**src/core/rciv_defs.vh**
```
// Purpose: constants for the reset cause and interrupt vector unit
// Assumes: 32-bit classic wishbone slave, word aligned registers
// Notes:   offsets are byte addresses
`ifndef RCIV_DEFS_VH
`define RCIV_DEFS_VH
`define RCIV_OFF_IRQ_CTRL   6'h00
`define RCIV_OFF_PFLAG_A    6'h04
`define RCIV_OFF_PFLAG_B    6'h08
`define RCIV_OFF_PMASK_A    6'h0C
`define RCIV_OFF_PMASK_B    6'h10
`define RCIV_OFF_CAUSE      6'h14
`define RCIV_OFF_PRESCALE   6'h18
`define RCIV_OFF_DIR        6'h1C
`define RCIV_OFF_PC         6'h20
`define RCIV_BIT_GIE        7
`define RCIV_BIT_PERIPHERAL_IRQ_GATE       6
`define RCIV_BIT_EDGE_EN    4
`define RCIV_BIT_CHG_EN     3
`define RCIV_BIT_TMR_EN     5
`define RCIV_BIT_TMR_FLAG   2
`define RCIV_BIT_EDGE_FLAG  1
`define RCIV_BIT_CHG_FLAG   0
`define RCIV_BIT_RSVD_A     7
`define RCIV_BIT_WDX        4
`define RCIV_BIT_PDN        3
`define RCIV_BIT_POR        1
`define RCIV_BIT_BOR        0
`define RCIV_RESET_VEC      13'h0000
`define RCIV_IRQ_VEC        13'h0004
`define RCIV_ONES           8'hFF
`define RCIV_EXT_LAT_MIN    3
`define RCIV_IRQ_TICKS      2'h2
`endif

```
**src/core/rciv_unit.v**
```verilog
// Purpose: reset cause flags, initial pc selection and interrupt vectoring
// Assumes: one clock, core advances one instruction per instr_tick_i pulse
// Notes:   reset and wake events are one-cycle pulses from the core sequencer
`timescale 1ns/10ps
`include "rciv_defs.vh"
// Operation
// - power-on: watchdog and power-down flags set, power-on flag cleared, pc zero
// - master clear while running: pc zero, cause flags unchanged
// - master clear in sleep: watchdog flag set, power-down cleared, pc zero
// - watchdog awake resets pc zero; in sleep wakes to pc+1, both cleared
// - brown-out: brownout cleared, watchdog and power-down set, pc zero
// - irq wake: watchdog set, power-down cleared; vector if global enable else pc+1
// - any reset forces prescaler and direction registers to all ones
// - fourteen sources with own flags, masks and a global enable
// - flags set on event regardless of mask, gate or global enable
// - global enable bit 7 gates all; taken when enable, flag, mask set, peripherals also needing gate bit 6
// - every reset clears the global enable
// - taking irq clears global enable, pushes return, loads vector
// - return-from-irq sets global enable again
// - core flags in control register; peripheral ones in two flag/mask pairs
// - external events vector three or four instruction cycles later
// - latency independent of one or two cycle instructions
// - irq wake leaves at least one flag set showing the cause
module rciv_unit #(
  parameter PC_W = 13
) (
  input  wire            clk_i,
  input  wire            rst_i,
  input  wire [5:0]      adr_i,
  input  wire [31:0]     dat_i,
  output reg  [31:0]     dat_o,
  input  wire            we_i,
  input  wire [3:0]      sel_i,
  input  wire            cyc_i,
  input  wire            stb_i,
  output reg             ack_o,
  input  wire            por_evt_i,
  input  wire            bor_evt_i,
  input  wire            master_clear_pin_i,
  input  wire            watchdog_evt_i,
  input  wire            sleeping_i,
  input  wire            instr_tick_i,
  input  wire [PC_W-1:0] pc_i,
  input  wire            return_from_irq_op_i,
  input  wire            edge_irq_pin_i,
  input  wire            port_change_i,
  input  wire            timer_zero_ovf_i,
  input  wire [6:0]      periph_evt_a_i,
  input  wire [3:0]      periph_evt_b_i,
  output reg             pc_load_o,
  output reg  [PC_W-1:0] pc_value_o,
  output reg             stack_push_o,
  output reg  [PC_W-1:0] stack_data_o,
  output reg             wake_o,
  output wire            irq_pending_o,
  output wire [7:0]      prescale_cfg_o,
  output wire [7:0]      port_dir_o
);

  reg  [7:0] ctrl_q;
  reg  [7:0] pfa_q;
  reg  [3:0] pfb_q;
  reg  [7:0] pma_q;
  reg  [3:0] pmb_q;
  reg        wdx_q;
  reg        pdn_q;
  reg        por_q;
  reg        bor_q;
  reg  [7:0] pre_q;
  reg  [7:0] dir_q;
  reg  [1:0] master_clear_pin_s_q;
  reg  [1:0] edge_s_q;
  reg  [1:0] chg_s_q;
  reg        master_clear_pin_old_q;
  reg        edge_old_q;
  reg        chg_old_q;
  reg        pend_q;
  reg        woke_q;
  reg  [1:0] lat_q;

  wire       bus_req = cyc_i & stb_i & ~ack_o;
  wire       wr      = bus_req & we_i & sel_i[0];
  wire       master_clear_pin_evt = master_clear_pin_s_q[1] & ~master_clear_pin_old_q;
  wire       edge_evt = edge_s_q[1] & ~edge_old_q;
  wire       chg_evt  = chg_s_q[1] ^ chg_old_q;
  wire       any_reset = por_evt_i | bor_evt_i | master_clear_pin_evt |
                         (watchdog_evt_i & ~sleeping_i);
  // flags and masks, control register core sources plus peripherals
  wire       core_hit = (ctrl_q[`RCIV_BIT_TMR_FLAG] & ctrl_q[`RCIV_BIT_TMR_EN]) |
                        (ctrl_q[`RCIV_BIT_EDGE_FLAG] & ctrl_q[`RCIV_BIT_EDGE_EN]) |
                        (ctrl_q[`RCIV_BIT_CHG_FLAG] & ctrl_q[`RCIV_BIT_CHG_EN]);
  wire       per_hit  = ctrl_q[`RCIV_BIT_PERIPHERAL_IRQ_GATE] &
                        ((|(pfa_q & pma_q)) | (|(pfb_q & pmb_q)));
  wire       req_any  = core_hit | per_hit;
  wire       take     = req_any & ctrl_q[`RCIV_BIT_GIE] & ~sleeping_i;
  wire [7:0] cause    = {3'h0, wdx_q, pdn_q, 1'b0, por_q, bor_q};
  // return address and wake target are the instruction after the current one
  wire [PC_W-1:0] ret_pc = pc_i + {{(PC_W-1){1'b0}}, 1'b1};
  // a sleeping core wakes on any enabled flag, global enable or not
  wire       irq_wake = sleeping_i & req_any & ~woke_q & ~any_reset & ~watchdog_evt_i;
  // write strobes for the two peripheral flag registers
  wire       wr_pfa   = wr & (adr_i == `RCIV_OFF_PFLAG_A);
  wire       wr_pfb   = wr & (adr_i == `RCIV_OFF_PFLAG_B);
  wire [7:0] evt_a    = {1'b0, periph_evt_a_i};
  wire [7:0] pfa_d;
  wire [3:0] pfb_d;
  genvar     gi;

  assign irq_pending_o  = req_any;
  assign prescale_cfg_o = pre_q;
  assign port_dir_o     = dir_q;

  // one cell per flag bit; a hardware set beats a software clear in the same cycle
  // the reserved bit of the first register has no event behind it
  generate
    for (gi = 0; gi < 8; gi = gi + 1)
    begin : g_flag_a
      assign pfa_d[gi] = (wr_pfa ? dat_i[gi] : pfa_q[gi]) | evt_a[gi];
    end
    for (gi = 0; gi < 4; gi = gi + 1)
    begin : g_flag_b
      assign pfb_d[gi] = (wr_pfb ? dat_i[gi] : pfb_q[gi]) | periph_evt_b_i[gi];
    end
  endgenerate

  // external pins pass two flops first; the old copies feed edge detection
  always @(posedge clk_i)
  begin
    master_clear_pin_s_q   <= {master_clear_pin_s_q[0], master_clear_pin_i};
    edge_s_q   <= {edge_s_q[0], edge_irq_pin_i};
    chg_s_q    <= {chg_s_q[0], port_change_i};
    master_clear_pin_old_q <= master_clear_pin_s_q[1];
    edge_old_q <= edge_s_q[1];
    chg_old_q  <= chg_s_q[1];
  end

  // an interrupt wake is one event per sleep, or the pc would creep every cycle
  always @(posedge clk_i)
  begin
    if (rst_i | any_reset | ~sleeping_i)
    begin
      woke_q <= 1'b0;
    end
    else if (irq_wake)
    begin
      woke_q <= 1'b1;
    end
  end

  always @(posedge clk_i)
  begin
    if (rst_i)
    begin
      ctrl_q <= 8'h00;
      pfa_q  <= 8'h00;
      pfb_q  <= 4'h0;
      pma_q  <= 8'h00;
      pmb_q  <= 4'h0;
      wdx_q  <= 1'b1;
      pdn_q  <= 1'b1;
      por_q  <= 1'b0;
      bor_q  <= 1'b1;
      pre_q  <= `RCIV_ONES;
      dir_q  <= `RCIV_ONES;
      ack_o  <= 1'b0;
      dat_o  <= 32'h0000_0000;
      pc_load_o    <= 1'b0;
      pc_value_o   <= {PC_W{1'b0}};
      stack_push_o <= 1'b0;
      stack_data_o <= {PC_W{1'b0}};
      wake_o <= 1'b0;
      pend_q <= 1'b0;
      lat_q  <= 2'h0;
    end
    else
    begin
      ack_o        <= bus_req;
      pc_load_o    <= 1'b0;
      stack_push_o <= 1'b0;
      wake_o       <= 1'b0;
      if (bus_req & ~we_i)
      begin
        case (adr_i)
          `RCIV_OFF_IRQ_CTRL: dat_o <= {24'h0, ctrl_q};
          `RCIV_OFF_PFLAG_A:  dat_o <= {24'h0, pfa_q};
          `RCIV_OFF_PFLAG_B:  dat_o <= {28'h0, pfb_q};
          `RCIV_OFF_PMASK_A:  dat_o <= {24'h0, pma_q};
          `RCIV_OFF_PMASK_B:  dat_o <= {28'h0, pmb_q};
          `RCIV_OFF_CAUSE:    dat_o <= {24'h0, cause};
          `RCIV_OFF_PRESCALE: dat_o <= {24'h0, pre_q};
          `RCIV_OFF_DIR:      dat_o <= {24'h0, dir_q};
          `RCIV_OFF_PC:       dat_o <= {{(32-PC_W){1'b0}}, pc_i};
          default:            dat_o <= 32'h0000_0000;
        endcase
      end
      // software writes land first so hardware sets below win over a clear
      if (wr)
      begin
        case (adr_i)
          `RCIV_OFF_IRQ_CTRL: ctrl_q <= dat_i[7:0];
          `RCIV_OFF_PFLAG_A:  pfa_q  <= dat_i[7:0];
          `RCIV_OFF_PFLAG_B:  pfb_q  <= dat_i[3:0];
          `RCIV_OFF_PMASK_A:  pma_q  <= dat_i[7:0];
          `RCIV_OFF_PMASK_B:  pmb_q  <= dat_i[3:0];
          `RCIV_OFF_CAUSE:
          begin
            if (dat_i[`RCIV_BIT_POR]) por_q <= 1'b1;
            if (dat_i[`RCIV_BIT_BOR]) bor_q <= 1'b1;
          end
          `RCIV_OFF_PRESCALE: pre_q  <= dat_i[7:0];
          `RCIV_OFF_DIR:      dir_q  <= dat_i[7:0];
          default:            ;
        endcase
      end
      // events set flags whatever the masks or enables say
      if (edge_evt) ctrl_q[`RCIV_BIT_EDGE_FLAG] <= 1'b1;
      if (chg_evt) ctrl_q[`RCIV_BIT_CHG_FLAG] <= 1'b1;
      if (timer_zero_ovf_i) ctrl_q[`RCIV_BIT_TMR_FLAG] <= 1'b1;
      pfa_q <= pfa_d;
      pfb_q <= pfb_d;
      if (return_from_irq_op_i) ctrl_q[`RCIV_BIT_GIE] <= 1'b1;
      // external pin events see sync delay plus two ticks, giving 3 or 4 cycles
      if (take & ~pend_q)
      begin
        pend_q <= 1'b1;
        lat_q  <= 2'h0;
      end
      // latency counts instruction ticks only, never instruction length
      if (pend_q & instr_tick_i)
      begin
        lat_q <= lat_q + 2'h1;
      end
      if (pend_q & instr_tick_i & (lat_q == `RCIV_IRQ_TICKS - 2'h1))
      begin
        pend_q       <= 1'b0;
        ctrl_q[`RCIV_BIT_GIE] <= 1'b0;
        stack_push_o <= 1'b1;
        stack_data_o <= ret_pc;
        pc_load_o    <= 1'b1;
        pc_value_o   <= `RCIV_IRQ_VEC;
      end
      // sleep wake by interrupt, flag stays set to name the cause
      if (irq_wake)
      begin
        wdx_q  <= 1'b1;
        pdn_q  <= 1'b0;
        wake_o <= 1'b1;
        if (~ctrl_q[`RCIV_BIT_GIE])
        begin
          pc_load_o  <= 1'b1;
          pc_value_o <= ret_pc;
        end
      end
      if (watchdog_evt_i & sleeping_i & ~por_evt_i & ~bor_evt_i & ~master_clear_pin_evt)
      begin
        wdx_q      <= 1'b0;
        pdn_q      <= 1'b0;
        wake_o     <= 1'b1;
        pc_load_o  <= 1'b1;
        pc_value_o <= ret_pc;
      end
      // resets, highest cause first
      if (any_reset)
      begin
        ctrl_q       <= 8'h00;
        pfa_q        <= 8'h00;
        pfb_q        <= 4'h0;
        pma_q        <= 8'h00;
        pmb_q        <= 4'h0;
        pend_q       <= 1'b0;
        stack_push_o <= 1'b0;
        pre_q        <= `RCIV_ONES;
        dir_q        <= `RCIV_ONES;
        pc_load_o    <= 1'b1;
        pc_value_o   <= `RCIV_RESET_VEC;
        if (por_evt_i)
        begin
          wdx_q <= 1'b1;
          pdn_q <= 1'b1;
          por_q <= 1'b0;
        end
        else if (bor_evt_i)
        begin
          bor_q <= 1'b0;
          wdx_q <= 1'b1;
          pdn_q <= 1'b1;
        end
        else if (master_clear_pin_evt & sleeping_i)
        begin
          wdx_q <= 1'b1;
          pdn_q <= 1'b0;
        end
        else if (watchdog_evt_i & ~master_clear_pin_evt)
        begin
          wdx_q <= 1'b0;
          pdn_q <= 1'b1;
        end
      end
    end
  end

endmodule // rciv_unit

```
**config.mk**
```make
export PLATFORM = sky130hd
export DESIGN_NAME = rciv_unit
export DESIGN_NICKNAME = d
export VERILOG_FILES = /design/src/core/rciv_unit.v
export VERILOG_INCLUDE_DIRS = /design/src /design/src/core
export SDC_FILE = /design/constraint.sdc
export NUM_CORES = 1
export LEC_CHECK = 0
export BUFFER_PORTS_ARGS = -buffer_cell sky130_fd_sc_hd__clkbuf_2
export CAP_MARGIN = 15
export CORE_ASPECT_RATIO = 1.75
export CORE_MARGIN = 4
export CORE_UTILIZATION = 55
export CTS_BUF_LIST = sky130_fd_sc_hd__clkbuf_4 sky130_fd_sc_hd__clkbuf_8
export DETAILED_ROUTE_END_ITERATION = 6
export GPL_TIMING_DRIVEN = 0
export MAX_ROUTING_LAYER = met4
export PLACE_DENSITY = 0.86
export RECOVER_POWER = 100
export SYNTH_ARGS = -nofsm -noshare
export SYNTH_HDL_FRONTEND = slang
export SYNTH_SLANG_ARGS = --single-unit
export TNS_END_PERCENT = 30
```
**constraint.sdc**
```tcl
create_clock -name clk_i -period 5.5 [get_ports clk_i]
set_clock_uncertainty 0.2 [all_clocks]
set_input_delay 1.1 -clock clk_i [delete_from_list [all_inputs] [get_ports clk_i]]
set_output_delay 1.1 -clock clk_i [all_outputs]
set_load 0.01 [all_outputs]
```
After elaboration in Yosys (flattened, before gate mapping). Index checks and enable logic that the tools add are counted.

Bits in registers: 127. Latch bits: 0. Memory bits (writable): 0. Word-level logic and storage cells: 186. Memories kept: 0. ROM bits: 0.

Add/sub/neg operators: 2. Shifts and indexed selects: 0. $mul: 0. $lt $le $gt $ge: 0. Bitwise operators: 64. Divide/modulo/power cells: 0. Equality and inequality tests: 9. Muxes and demuxes: 56. Reductions and logical operators: 23.

Operator list (count): $pmux 13 s9 (1); $mux 13 (4); $mux 1 (47); $and 1x1->1 (29); $eq 6x5->1 const B (4); $or 1x1->1 (20); $reduce_and 2->1 (9); $reduce_bool 2->1 (9); $mux 8 (2); $add 13x1->13 const B (1); $eq 6x4->1 const B (2); $not 1->1 (12); $and 8x8->8 (1); $reduce_or 8->1 (1); $eq 6x3->1 const B (1); $eq 6x6->1 const B (1); $logic_not 6->1 (1); $and 4x4->4 (1); $mux 2 (2); $reduce_or 4->1 (1); $reduce_or 3->1 (1); $add 2x1->2 const B (1); $eq 2x1->1 const B (1); $reduce_or 2->1 (1); $xor 1x1->1 (1).

Longest topological paths before layout.
Depth after elaboration: 16. Depth in mapped cells: 8. Depth with buffers taken out: 6.

Worst setup path after synthesis. OpenSTA, ideal clock, no wires.

Kind: in2reg. Start point: in adr_i[1]. End point: reg ctrl_q[7]. Setup time: 0.115 ns. Arrival: 2.708 ns. Stages on the path: 6. Path slack: 2.477 ns. Path through: or4_4 -> nor3_4 -> and2_1 -> buf_4 -> mux2_1 -> o21a_1.

Word-level cells in the longest chain between the ends: 3.

Ends and longest elaborated chain: from (decl) (line rciv_unit.v:29) `input wire [5:0] adr_i,`; $logic_not 6->1 (line rciv_unit.v:199) `case (adr_i)`; $reduce_bool 2->1 (no line); $reduce_and 2->1 (no line); to (signal assigned) (line rciv_unit.v:200) `` `RCIV_OFF_IRQ_CTRL: ctrl_q <= dat_i[7:0]; ``; to (decl) (line rciv_unit.v:60) `reg [7:0] ctrl_q;`.

Every way passes these cells. A chain may end at the register's enable or synchronous reset.

Worst setup path after layout. Same ends and word-level chain as after synthesis.

==> flow_summary.json <==
{
  "core_sq_mm": 0.008368,
  "crit_required_ns": 5.58,
  "clkPwrFrac_pct": 35.4,
  "rsz0062_at_grt": "false",
  "worst_slew_pin_slew_ns": 1.508,
  "drc_errors": 0,
  "synthTopCellsByCount": "dfxtp_1 (108), nor2_1 (62), mux2i_1 (48)",
  "syn_to_final_growth_pct": 17.57,
  "synth_seq_cells": 108,
  "fmax_mhz": 266.8,
  "ant_nets": 0,
  "hpwl_um": 11310,
  "rr_worst_depth": 8,
  "synth_top_area_share_pct": 45.25,
  "dp.cells": 750,
  "drtPass1Iterations": 5,
  "maxSlewHeadroom_pct": -1.335,
  "period_minus_slack_ns": 3.748,
  "ctsHoldBuffers": 0,
  "post-route-period-util_pct": 68.15,
  "totalWireLength_um": 14050,
  "power_mw": 1.390,
  "swShare_pct": 24.41,
  "grt_pass1_wl_um": 21870,
  "p_leak_nw": 2.062,
  "synth.distinct_cells": 57,
  "dieArea_sq_mm": 0.01030,
  "p_sw_mw": 0.3392,
  "violations": "capacitance limit, slew limit",
  "cts_buffers": 9,
  "fill_cells": 781,
  "synthTopCellsByArea": "dfxtp_1 (45%), mux2i_1 (10%), nor2_1 (4.9%)",
  "outcome": "finished, violations left",
  "post_drt_wl_per_cell_um": 18.34,
  "post_cts_buffers": 0,
  "crit_arrival_ns": 3.82,
  "io_buffers": 110,
  "die_y_um": 131.3,
  "critPathKind": "primary input to register",
  "grt_overflow": 0,
  "cp-end-kind": "register",
  "cts_tree": "done",
  "fin_area_sq_mm": 0.005618,
  "ys_seq_area_share_pct": 45.25,
  "synth_cells": 507,
  "start_util_pct": 57.10,
  "setup_ws_ns": 1.752,
  "crit_end": "ctrl_q[7]",
  "clock_path_buffers": 2,
  "regToRegSetupSlack_ns": 2.76,
  "async_reset_ff_share_pct": 0,
  "whs_ns": 0.1318,
  "gp_congestion": 0.9362,
  "syn_avg_cell_area_sq_um": 9.425,
  "vias": 4396,
  "fin_cells": 766,
  "comb_power_share_pct": 7.5,
  "fin_nets": 729,
  "hold_path.startpoint": "master_clear_pin_s_q[0]",
  "root_buffer": "clkbuf_8",
  "crit_start": "adr_i[1]",
  "clkSinkCount": 108,
  "h-tree-depth": 3,
  "fin_util_pct": 67.14,
  "r2r-end": "pc_value_o[12]",
  "worstSkewPairLatency_ns": 0.37,
  "clk_pin_slew_ns": 0.10,
  "cts_resized": 0,
  "grt_usage_pct": 28.02,
  "io_pins": 160,
  "r2r_start": "master_clear_pin_s_q[1]",
  "layout-drive-gt1-share_pct": 14.44,
  "n_antenna_cell": 0,
  "finalSetupViolCount": 0,
  "multi_input_comb_area_sq_mm": 0.002301,
  "maxCapViolations": 1,
  "rows": 44,
  "dpl_cell_area_sq_mm": 0.005540,
  "finalHoldViolCount": 0,
  "synth_edf_count": 0,
  "die_width_um": 78.46,
  "drt_iter0_markers": 287,
  "hp-class": "register to register",
  "startpoint_type": "primary input",
  "synth_flop_cell": "dfxtp_1",
  "yosysTopAreaCell": "dfxtp_1",
  "grt_pass1_vias": 4458,
  "peakVddDrop_mv": 0.2101,
  "critical_path.max_fanout": 9,
  "p_per_area_mw_per_mm2": 247.4,
  "grt_max_degree": 18,
  "place_ws_ns": 2.106,
  "yosysWarningCount": 0,
  "synth_area_sq_mm": 0.004778,
  "yosysMostFrequentCell": "dfxtp_1",
  "p_int_mw": 1.051,
  "finalMaxSlewViolations": 9,
  "vias_per_cell": 5.739,
  "regArea_sq_mm": 0.002162,
  "fin_setup_tns_ns": 0,
  "seqPwrFrac_pct": 57.2,
  "grt_antenna_before_repair": 0
}
[sequential cells by signal, summed over array words and instances (netlist names), 2 cells and up]
register	count
master_clear_pin_s_q	2
stack_data_o	13
lat_q	2
pmb_q	4
ctrl_q	8
dat_o	13
prescale_cfg_o	8
chg_s_q	2
edge_s_q	2
port_dir_o	8
pma_q	8
pfa_q	8
pfb_q	4
pc_value_o	13
[layout by cell type, fill, tap and decap left out, types with 4 or more instances in the layout]
master and instances:
conb_1 19, xnor2_1 7, and3_1 5, buf_4 21, dfxtp_1 108, o31ai_1 11, nor2_1 62, a221oi_1 4
a211o_1 6, a222oi_1 16, nand4_1 4, inv_1 16, a21oi_1 21, nand3_1 9, a22o_1 5, xor2_1 5
clkbuf_1 88, a22oi_1 9, mux2i_1 48, nor3_1 9, o21ai_0 5, a211oi_1 15, nand2_1 38, clkbuf_8 10
clkbuf_2 44, or4_1 12
[cell families (layout without fill, tap and decap cells)]
| kind of cell | count (synthesis) | count (layout) | synth area share [%] |
|---|---|---|---|
| muxes | 49 | 49 | 10.29 |
| xor gates and xnor gates | 12 | 12 | 2.200 |
| and+or+nand+nor | 166 | 166 | 18.02 |
| adders and majority gates | 2 | 2 | 0.5236 |
| DFF | 108 | 108 | 45.25 |
| buffers and inverters | 65 | 191 | 7.279 |
| other | 1 | 19 | 0.07848 |
| AOI/OAI and AO/OA | 104 | 104 | 16.37 |
[per-layer routing]
metal | GRT usage [%] | routed length, um | vias up
met3 | 4.315 | 702 | 51
met2 | 51.15 | 7719 | 194
li1 | - | - | 2079
met1 | 26.70 | 4831 | 2072
met4 | 17.51 | 795 | 0
met5 | - | 0 | -
[layout make-up]
type	instances	area share, %
multi-input combinational	352	40.96
sequential	108	38.49
timing repair buffer	110	8.330
buffer	49	5.011
tap	115	2.561
clock buffer	10	2.450
clock inverter	6	1.136
inverter	16	1.069
[power groups by stage]
stage               Combinational [mW]  Clock, mW  Sequential, mW
finish                           0.104      0.491           0.794
global route                     0.113      0.530           0.795
CTS                              0.105      0.494           0.794
detailed placement               0.104          0           0.813
global placement                 0.103          0           0.812
floorplan                       0.0565          0           0.811
[critical path, stage by stage]
cell      delay [ns]
clkbuf_1        0.10
or4_1           0.61
nor3_1          0.80
and2_0          0.22
clkbuf_1        0.43
mux2_1          0.39
o21a_1          0.17
[worst min-delay path by stage]
stage | end | cells after the start
2_1_floorplan | chg_s_q[1] | 0
3_3_place_gp | chg_s_q[1] | 0
3_5_place_dp | chg_s_q[1] | 0
4_1_cts | chg_s_q[1] | 0
5_1_grt | chg_s_q[1] | 0
6_report | master_clear_pin_s_q[1] | 0
No activity file was read; power rests on OpenSTA's default activity.
